<file path="config.mk">
export PLATFORM = sky130hd
export DESIGN_NAME = pmw_ctrl
export DESIGN_NICKNAME = d
export VERILOG_FILES = /design/src/shared/pmw_pkg.sv /design/src/shared/pmw_tb_if.sv /design/src/pmw_ctrl.sv /design/src/pmw_timebase.sv /design/src/pmw_wake_det.sv
export VERILOG_INCLUDE_DIRS = /design/src /design/src/shared
export SDC_FILE = /design/constraint.sdc
export NUM_CORES = 1
export LEC_CHECK = 0
export BUFFER_PORTS_ARGS = -buffer_cell sky130_fd_sc_hd__buf_2
export CORE_MARGIN = 2
export CORE_UTILIZATION = 58
export DETAILED_ROUTE_END_ITERATION = 6
export PLACE_DENSITY_LB_ADDON = 0.05
export SLEW_MARGIN = 20
export SYNTH_ARGS = -nofsm -noshare
export SYNTH_HDL_FRONTEND = slang
export SYNTH_SLANG_ARGS = --single-unit
export TNS_END_PERCENT = 100
</file>
<file path="constraint.sdc">
create_clock -name i_ref_clk -period 4.7 [get_ports i_ref_clk]
set_clock_uncertainty 0.05 [all_clocks]
set_input_delay 0 -clock i_ref_clk [delete_from_list [all_inputs] [get_ports i_ref_clk]]
set_output_delay 0 -clock i_ref_clk [all_outputs]
set_load 0.02 [all_outputs]
</file>
<file path="src/shared/pmw_defines.svh">
// Timing constants of the mode, wake, time-base and watchdog controller.
`ifndef PMW_DEFINES_SVH
`define PMW_DEFINES_SVH

// ****************************************************************
// Clock rates
// ****************************************************************
`define PMW_REF_CLK_HZ 100000000
`define PMW_SYS_CLK_HZ 4000000
`define PMW_REF_PER_US (`PMW_REF_CLK_HZ / 1000000)
`define PMW_SYS_DIV (`PMW_REF_CLK_HZ / `PMW_SYS_CLK_HZ)
`define PMW_SYS_NS (1000000000 / `PMW_SYS_CLK_HZ)
`define PMW_SLOW_RATIO 16

// ****************************************************************
// Waits, in their own unit and in reference clock cycles
// ****************************************************************
`define PMW_POR_US 131000
`define PMW_POR_CYC (`PMW_POR_US * `PMW_REF_PER_US)
`define PMW_STAB_US 50
`define PMW_STAB_CYC (`PMW_STAB_US * `PMW_REF_PER_US)
`define PMW_WDT_US 28000
`define PMW_WDT_CYC (`PMW_WDT_US * `PMW_REF_PER_US)

// ****************************************************************
// Time-base periods, in ns and in system clock ticks
// ****************************************************************
`define PMW_TB0_NS 64000
`define PMW_TB1_NS 128000
`define PMW_TB2_NS 256000
`define PMW_TB3_NS 1024000
`define PMW_TB0_TICKS (`PMW_TB0_NS / `PMW_SYS_NS)
`define PMW_TB1_TICKS (`PMW_TB1_NS / `PMW_SYS_NS)
`define PMW_TB2_TICKS (`PMW_TB2_NS / `PMW_SYS_NS)
`define PMW_TB3_TICKS (`PMW_TB3_NS / `PMW_SYS_NS)

// ****************************************************************
// Widths and reset values
// ****************************************************************
`define PMW_NUM_PINS 24
`define PMW_DIR_RST 24'h000000
`define PMW_OUT_RST 24'h000000

`endif

</file>
<file path="src/shared/pmw_pkg.sv">
// Types of the mode, wake, time-base and watchdog controller.
package pmw_pkg;

  typedef enum logic [4:0] {
    st_por    = 5'h01,
    st_normal = 5'h02,
    st_slow   = 5'h04,
    st_halt   = 5'h08,
    st_stab   = 5'h10
  } pmw_mode_e;

  typedef logic [1:0] pmw_tick_sel_t;

endpackage : pmw_pkg

</file>
<file path="src/shared/pmw_tb_if.sv">
// Link between the mode controller and the time-base generator.
`timescale 1ns/1ns
interface pmw_tb_if;
  logic ce;
  logic clr;
  pmw_pkg::pmw_tick_sel_t sel;
  logic irq_en;
  logic status_rd;
  logic [3:0] status;
  logic irq;

  modport ctrl (output ce, output clr, output sel, output irq_en, output status_rd,
                input status, input irq);
  modport tb (input ce, input clr, input sel, input irq_en, input status_rd,
              output status, output irq);
endinterface : pmw_tb_if

</file>
<file path="src/pmw_ctrl.sv">
// Operating-mode, wake-up, time-base and watchdog controller, top level.
`timescale 1ns/1ns
`include "pmw_defines.svh"

// Summary of operation
// - Normal mode runs 4MHz system clock enable.
// - Hold reset 131ms after power-up, then Normal.
// - Four tick periods; two-bit field picks interrupt.
// - Four-bit status shows all tick periods.
// - Tick interrupt only when enable bit set.
// - Slow instruction gives sixteen-times slower clock.
// - No instruction execution while in Slow.
// - Interrupt or pin change leaves Slow; 50us wait.
// - Halt instruction gates clock, stops time base and watchdog.
// - Only pin change wakes from Halt (external reset also leaves it); 50us wait.
// - Register-controlled pull-high pins wake on falling.
// - Option pull-high pins wake on either edge.
// - Watchdog resets after 28ms unless cleared.
// - Optional external pin resets when low.
// - Each pin has its own direction bit.
module pmw_ctrl #(
  parameter int POR_CYC = `PMW_POR_CYC,
  parameter int WDT_CYC = `PMW_WDT_CYC,
  parameter int STAB_CYC = `PMW_STAB_CYC
) (
  // Clock and reset
  input wire logic i_ref_clk,
  input wire logic i_rst_n,
  // Instruction strobes from the sequencer and interrupt request
  input wire logic i_slow_instr,
  input wire logic i_halt_instr,
  input wire logic i_watchdog_clear_instr,
  input wire logic i_irq_req,
  // Time base
  input wire pmw_pkg::pmw_tick_sel_t i_tick_sel,
  input wire logic i_tick_irq_enable,
  input wire logic i_tick_status_rd,
  output logic [3:0] o_tick_status,
  output logic o_tick_irq,
  // Port pins
  input wire logic [`PMW_NUM_PINS-1:0] i_port_pins,
  input wire logic [`PMW_NUM_PINS-1:0] i_port_out,
  input wire logic i_port_dir_wr,
  input wire logic [`PMW_NUM_PINS-1:0] i_port_dir,
  input wire logic [`PMW_NUM_PINS-1:0] i_pull_fixed,
  output logic [`PMW_NUM_PINS-1:0] o_port_pins,
  output logic [`PMW_NUM_PINS-1:0] o_port_pins_oe,
  // External reset option
  input wire logic i_ext_reset_opt,
  input wire logic i_ext_reset_pin_n,
  // System control
  output logic o_sys_rst_n,
  output logic o_sys_clk_en,
  output logic o_cpu_stall,
  output pmw_pkg::pmw_mode_e o_mode
);

  // ****************************************************************
  // Declarations
  // ****************************************************************
  localparam int DIV_LAST = `PMW_SYS_DIV - 1;
  localparam logic [3:0] SLOW_LAST = 4'(`PMW_SLOW_RATIO - 1);

  pmw_pkg::pmw_mode_e st_q;
  pmw_pkg::pmw_mode_e st_d;
  logic [23:0] wait_q;
  logic [23:0] wait_d;
  logic [21:0] wdt_q;
  logic [21:0] wdt_d;
  logic [4:0] div_q;
  logic [4:0] div_d;
  logic [3:0] sub_q;
  logic [3:0] sub_d;
  logic ce4;
  logic clk_en_q;
  logic clk_en_d;
  logic rst_n_q;
  logic stall_q;
  logic ext_s1_q;
  logic ext_s2_q;
  logic ext_rst;
  logic wdt_run;
  logic wdt_expire;
  logic wake;
  logic slow_wake;
  logic [`PMW_NUM_PINS-1:0] dir_q;
  logic [`PMW_NUM_PINS-1:0] dir_d;
  logic [`PMW_NUM_PINS-1:0] out_q;

  pmw_tb_if tb_if ();

  // ****************************************************************
  // Sub-blocks
  // ****************************************************************
  pmw_wake_det u_wake (
    .i_ref_clk (i_ref_clk),
    .i_rst_n (i_rst_n),
    .i_pins (i_port_pins),
    .i_pull_fixed (i_pull_fixed),
    .o_wake (wake)
  );

  pmw_timebase u_tb (
    .i_ref_clk (i_ref_clk),
    .i_rst_n (i_rst_n),
    .tb (tb_if.tb)
  );

  assign tb_if.ce = clk_en_q;
  assign tb_if.clr = (st_q == pmw_pkg::st_por);
  assign tb_if.sel = i_tick_sel;
  assign tb_if.irq_en = i_tick_irq_enable;
  assign tb_if.status_rd = i_tick_status_rd;

  // ****************************************************************
  // Clock enables
  // ****************************************************************
  always_comb begin
    ce4 = (div_q == 5'(DIV_LAST));
    div_d = ce4 ? 5'h00 : div_q + 5'h01;
    sub_d = ce4 ? sub_q + 4'h1 : sub_q;
    case (st_q)
      pmw_pkg::st_normal: clk_en_d = ce4;
      pmw_pkg::st_slow: clk_en_d = ce4 & (sub_q == SLOW_LAST);
      pmw_pkg::st_halt: clk_en_d = 1'b0;
      default: clk_en_d = 1'b0;
    endcase
  end

  always_ff @(posedge i_ref_clk or negedge i_rst_n) begin
    if (!i_rst_n) begin
      div_q <= 5'h00;
      sub_q <= 4'h0;
      clk_en_q <= 1'b0;
    end else begin
      div_q <= div_d;
      sub_q <= sub_d;
      clk_en_q <= clk_en_d;
    end
  end

  // ****************************************************************
  // Reset sources and watchdog
  // ****************************************************************
  always_comb begin
    ext_rst = i_ext_reset_opt & ~ext_s2_q;
    wdt_run = (st_q == pmw_pkg::st_normal) || (st_q == pmw_pkg::st_slow);
    wdt_expire = wdt_run && !i_watchdog_clear_instr && (wdt_q == 22'(WDT_CYC - 1));
    if (st_q == pmw_pkg::st_por || i_watchdog_clear_instr) begin
      wdt_d = 22'h000000;
    end else if (wdt_run) begin
      wdt_d = wdt_q + 22'h000001;
    end else begin
      wdt_d = wdt_q;
    end
  end

  always_ff @(posedge i_ref_clk or negedge i_rst_n) begin
    if (!i_rst_n) begin
      ext_s1_q <= 1'b1;
      ext_s2_q <= 1'b1;
      wdt_q <= 22'h000000;
    end else begin
      ext_s1_q <= i_ext_reset_pin_n;
      ext_s2_q <= ext_s1_q;
      wdt_q <= wdt_d;
    end
  end

  // ****************************************************************
  // Mode state machine
  // ****************************************************************
  always_comb begin
    slow_wake = i_irq_req | tb_if.irq | wake;
    st_d = st_q;
    wait_d = wait_q;
    case (st_q)
      pmw_pkg::st_por: begin
        if (wait_q == 24'(POR_CYC - 1)) begin
          st_d = pmw_pkg::st_normal;
          wait_d = 24'h000000;
        end else begin
          wait_d = wait_q + 24'h000001;
        end
      end
      pmw_pkg::st_normal: begin
        if (i_halt_instr) begin
          st_d = pmw_pkg::st_halt;
        end else if (i_slow_instr) begin
          st_d = pmw_pkg::st_slow;
        end
      end
      pmw_pkg::st_slow: begin
        if (slow_wake) begin
          st_d = pmw_pkg::st_stab;
          wait_d = 24'h000000;
        end
      end
      pmw_pkg::st_halt: begin
        if (wake) begin
          st_d = pmw_pkg::st_stab;
          wait_d = 24'h000000;
        end
      end
      pmw_pkg::st_stab: begin
        if (wait_q == 24'(STAB_CYC - 1)) begin
          st_d = pmw_pkg::st_normal;
          wait_d = 24'h000000;
        end else begin
          wait_d = wait_q + 24'h000001;
        end
      end
      default: begin
        st_d = pmw_pkg::st_por;
        wait_d = 24'h000000;
      end
    endcase
    if (ext_rst || wdt_expire) begin
      st_d = pmw_pkg::st_por;
      wait_d = 24'h000000;
    end
  end

  always_ff @(posedge i_ref_clk or negedge i_rst_n) begin
    if (!i_rst_n) begin
      st_q <= pmw_pkg::st_por;
      wait_q <= 24'h000000;
      rst_n_q <= 1'b0;
      stall_q <= 1'b1;
    end else begin
      st_q <= st_d;
      wait_q <= wait_d;
      rst_n_q <= (st_d != pmw_pkg::st_por);
      stall_q <= (st_d != pmw_pkg::st_normal);
    end
  end

  // ****************************************************************
  // Pin direction and output data
  // ****************************************************************
  always_comb begin
    dir_d = i_port_dir_wr ? i_port_dir : dir_q;
  end

  always_ff @(posedge i_ref_clk or negedge i_rst_n) begin
    if (!i_rst_n) begin
      dir_q <= `PMW_DIR_RST;
      out_q <= `PMW_OUT_RST;
    end else begin
      dir_q <= dir_d;
      out_q <= i_port_out;
    end
  end

  assign o_port_pins = out_q;
  assign o_port_pins_oe = dir_q;
  assign o_tick_status = tb_if.status;
  assign o_tick_irq = tb_if.irq;
  assign o_sys_rst_n = rst_n_q;
  assign o_sys_clk_en = clk_en_q;
  assign o_cpu_stall = stall_q;
  assign o_mode = st_q;

  // ****************************************************************
  // Checks
  // ****************************************************************
  localparam int NORM_GAP = `PMW_SYS_DIV;
endmodule : pmw_ctrl

</file>
<file path="src/pmw_timebase.sv">
// Time-base tick generator with sticky status and interrupt.
`timescale 1ns/1ns
`include "pmw_defines.svh"
module pmw_timebase (
  // Clock and reset
  input wire logic i_ref_clk,
  input wire logic i_rst_n,
  // Controller link
  pmw_tb_if.tb tb
);

  logic [11:0] cnt_q;
  logic [11:0] cnt_d;
  logic [3:0] hit;
  logic [3:0] status_q;
  logic [3:0] status_d;
  logic irq_q;
  logic irq_d;

  function automatic logic tb_hit(input logic [11:0] c, input logic [12:0] p);
    logic [12:0] n;
    n = {1'b0, c} + 13'h1;
    return (n & (p - 13'h1)) == 13'h0;
  endfunction : tb_hit

  always_comb begin
    hit[0] = tb.ce & tb_hit(cnt_q, 13'(`PMW_TB0_TICKS));
    hit[1] = tb.ce & tb_hit(cnt_q, 13'(`PMW_TB1_TICKS));
    hit[2] = tb.ce & tb_hit(cnt_q, 13'(`PMW_TB2_TICKS));
    hit[3] = tb.ce & tb_hit(cnt_q, 13'(`PMW_TB3_TICKS));
    cnt_d = tb.clr ? 12'h000 : (tb.ce ? cnt_q + 12'h001 : cnt_q);
    status_d = tb.clr ? 4'h0 : ((status_q & ~{4{tb.status_rd}}) | hit);
    irq_d = ~tb.clr & tb.irq_en & hit[tb.sel];
  end

  always_ff @(posedge i_ref_clk or negedge i_rst_n) begin
    if (!i_rst_n) begin
      cnt_q <= 12'h000;
      status_q <= 4'h0;
      irq_q <= 1'b0;
    end else begin
      cnt_q <= cnt_d;
      status_q <= status_d;
      irq_q <= irq_d;
    end
  end

  assign tb.status = status_q;
  assign tb.irq = irq_q;
endmodule : pmw_timebase

</file>
<file path="src/pmw_wake_det.sv">
// Pin synchroniser and level-change wake-up detector.
`timescale 1ns/1ns
`include "pmw_defines.svh"
module pmw_wake_det (
  // Clock and reset
  input wire logic i_ref_clk,
  input wire logic i_rst_n,
  // Pins
  input wire logic [`PMW_NUM_PINS-1:0] i_pins,
  input wire logic [`PMW_NUM_PINS-1:0] i_pull_fixed,
  // Wake event
  output logic o_wake
);

  logic [`PMW_NUM_PINS-1:0] s1_q;
  logic [`PMW_NUM_PINS-1:0] s2_q;
  logic [`PMW_NUM_PINS-1:0] prev_q;
  logic [`PMW_NUM_PINS-1:0] fall;
  logic [`PMW_NUM_PINS-1:0] rise;
  logic wake_d;
  logic wake_q;

  always_comb begin
    fall = prev_q & ~s2_q;
    rise = ~prev_q & s2_q & i_pull_fixed;
    wake_d = (|fall) | (|rise);
  end

  always_ff @(posedge i_ref_clk or negedge i_rst_n) begin
    if (!i_rst_n) begin
      s1_q <= '1;
      s2_q <= '1;
      prev_q <= '1;
      wake_q <= 1'b0;
    end else begin
      s1_q <= i_pins;
      s2_q <= s1_q;
      prev_q <= s2_q;
      wake_q <= wake_d;
    end
  end

  assign o_wake = wake_q;
endmodule : pmw_wake_det

</file>
==> flow_metrics.env <==
export IMPL_dr_total_vias=7046
export IMPL_top_level_ports=170
export IMPL_path_max_fanout=2
export IMPL_r2r_slack_ns=1.55
export IMPL_num_rows=44
export IMPL_final_max_slew_viol_count=0
export IMPL_numCtsBuffers=22
export IMPL_critPathLaunchType="flop"
export IMPL_route_detailed_drc=0
export IMPL_core_area_um2=14500
export IMPL_ys_warn_count=0
export IMPL_status="completed"
export IMPL_relSlewSlack_pct=34.0
export IMPL_cp_arrival_ns=3.48
export IMPL_synthesis_instances=751
export IMPL_dp_hpwl_mm=14.3
export IMPL_die_h_um=126
export IMPL_fill_cells=877
export IMPL_synth_fp_nets=866
export IMPL_drtIter0Drc=497
export IMPL_rr_startpoint="u_wake.prev_q[18]$_DFF_PN1_"
export IMPL_r2r_end="u_wake.o_wake$_DFF_PN0_"
export IMPL_grt_pass1_vias=7457
export IMPL_max_cap_violations=0
export IMPL_clkSlewWorstSetupHoldPaths_ns=0.06
export IMPL_fin_tns_setup_ns=0
export IMPL_hold_ws_ns=0.0426
export IMPL_hold_viol_final=0
export IMPL_area_growth_pct=30.5
export IMPL_die_width_um=126
export IMPL_finalNonFillerCells=1199
export IMPL_period_needed_ns=3.15
export IMPL_yosysTopAreaCell="dfrtp_1"
export IMPL_postRouteAntennaNets=0
export IMPL_viasPerCell=5.88
export IMPL_synth_area_leaders="dfrtp_1 (37%), dfstp_2 (23%), mux2_2 (3.4%)"
export IMPL_ff2ff_path_depth=8
export IMPL_rsz0062_at_grt="false"
export IMPL_synth_edf_count=0
export IMPL_nets=1114
export IMPL_period_share_pct=67.0
export IMPL_portBuffers=169
export IMPL_antenna_cells=0
export IMPL_cp_startpoint="u_wake.prev_q[18]$_DFF_PN1_"
export IMPL_synth_top_cell_area_share_pct=36.8
export IMPL_cts_max_level=1
export IMPL_synth_ff_type="dfrtp_1"
export IMPL_grt_max_degree=119
export IMPL_synth_commonest_cells="dfrtp_1 (127), dfstp_2 (76), nor2_1 (52), nand2_1 (50), inv_1 (39)"
export IMPL_ys_seq_area_share_pct=60.0
export IMPL_start_util_pct=59.4
export IMPL_seqCellArea_um2=5170
export IMPL_dieArea_um2=15900
export IMPL_gp_congestion=0.922
export IMPL_drt_first_pass_iters=5
export IMPL_grt_remaining_overflow=0
export IMPL_routed_wirelength_mm=24.2
export IMPL_ys_async_sr_fraction_pct=100
export IMPL_clockBufferDepth=3
export IMPL_clkSinkCount=203
export IMPL_wl_per_cell_um=20.2
export IMPL_antenna_found_initial=0
export IMPL_placed_cells=1072
export IMPL_setup_viol=0
export IMPL_clock_latency_ns=0.52
export IMPL_p_leak_nw=4.91
export IMPL_worstSetupEndpointType="flop"
export IMPL_fin_total_pwr_mw=4.02
export IMPL_worst_pin_slew_ns=0.986
export IMPL_required_ns=5.03
export IMPL_crit_end="u_wake.o_wake$_DFF_PN0_"
export IMPL_min_path_type="input pin to flop"
export IMPL_drive_above_1_share_pct=32.8
export IMPL_ys_types=80
export IMPL_p_per_area_nw_per_um2=358
export IMPL_post_synth_instance_area_um2=8630
export IMPL_grt_pass1_wl_mm=38.9
export IMPL_fmax_ghz=0.317
export IMPL_syn_avg_cell_area_um2=11.5
export IMPL_synth_seq_cells=203
export IMPL_clock_root_buffer="clkbuf_16"
export IMPL_path_class="flop to flop"
export IMPL_synth_most_common_cell="dfrtp_1"
export IMPL_peakVddDrop_v=0.000373
export IMPL_grt_usage_pct=30.6
export IMPL_cts_tree="yes"
export IMPL_multi_input_area_um2=3170
per-stage QoR:
stage | instance area, um2 | setup WS (ns) | util [%]
finish | 11300 | 1.55 | 77.4
global route | 11300 | 1.42 | 77.4
CTS | 11200 | 1.54 | 77.4
detailed placement | 9600 | 1.68 | 66.0
global placement | 9600 | 1.73 | 66.0
floorplan | 8630 | 2.32 | -
layout make-up:
cell class                      count  share of cell area (%)
Tap cell                          184                    2.05
Timing Repair Buffer              260                    15.6
Clock buffer                       31                    6.00
Sequential cell                   203                    46.0
Clock inverter                      9                   0.889
Inverter                           39                    1.30
Multi-Input combinational cell    473                    28.2
sequential cells by signal (all words and copies together), names as in the netlist, 12 cells and up:
signal,flops
u_tb.cnt_q,12
o_port_pins,24
wait_q,24
u_wake.s1_q,24
u_wake.prev_q,24
o_port_pins_oe,24
u_wake.s2_q,24
wdt_q,22
worst min path at each step:
stage	from	to	slack, ns	depth (start not counted)
global placement	i_port_pins[13]	u_wake.s1_q[13]$_DFF_PN1_	0.05	1
detailed placement	i_port_pins[22]	u_wake.s1_q[22]$_DFF_PN1_	0.06	1
global route	i_port_dir_wr	o_port_pins_oe[8]$_DFFE_PN0P_	0.06	2
floorplan	i_rst_n	div_q[0]$_DFF_PN0_	-0.35	0
finish	i_port_dir_wr	o_port_pins_oe[17]$_DFFE_PN0P_	0.04	2
CTS	i_port_dir_wr	o_port_pins_oe[22]$_DFFE_PN0P_	0.02	2
metal layers:
layer	wire (um)	global-route usage, %
met1	9880	39.2
met2	12100	51.8
met3	1440	5.99
met4	802	11.8
met5	0	0
critical path: stages, from the launching register on:
cell	delay (ns)
dfstp_2	0.52
inv_1	0.04
and3_1	0.15
a311oi_1	0.18
dlygate4sd3_1	0.58
nand3_1	0.06
dlygate4sd3_1	0.55
or3_1	0.35
dlygate4sd3_1	0.56
layout by cell type, fill, tap and decap left out, types with 17 or more instances in the layout:
cell / instances
a21oi_1: 26
and3_1: 17
buf_2: 168
clkbuf_16: 23
dfrtp_1: 127
dfstp_2: 76
dlygate4sd3_1: 87
inv_1: 39
mux2_2: 26
nand2_1: 50
nand3_1: 18
nand4_1: 26
nor2_1: 52
o22ai_1: 20
xnor2_1: 19
xor2_1: 23
what timing repair did:
item | in CTS | in global routing
hold endpoints to repair | 171 | 0
resized for setup | 0 | 0
hold buffers | 87 | 0
setup buffers | 0 | 0
power by group:
group	total [mW]	internal, mW	switching [mW]
clock network	1.79	1.07	0.724
registers	1.91	1.85	0.0589
logic	0.324	0.150	0.174
kinds of logic (layout without fill, tap and decap cells):
logic type | Yosys count | in the layout | share of synthesized area [%]
multiplexers | 29 | 29 | 3.74
adder cells (fa/ha/maj) | 6 | 6 | 0.870
XOR/XNOR | 42 | 42 | 4.26
buffers and inverters | 75 | 339 | 3.47
AND/OR/NAND/NOR | 246 | 246 | 15.3
AO/OA/AOI/OAI | 150 | 150 | 12.4
flip-flops | 203 | 203 | 60.0
No activity file was read; power rests on OpenSTA's default activity.
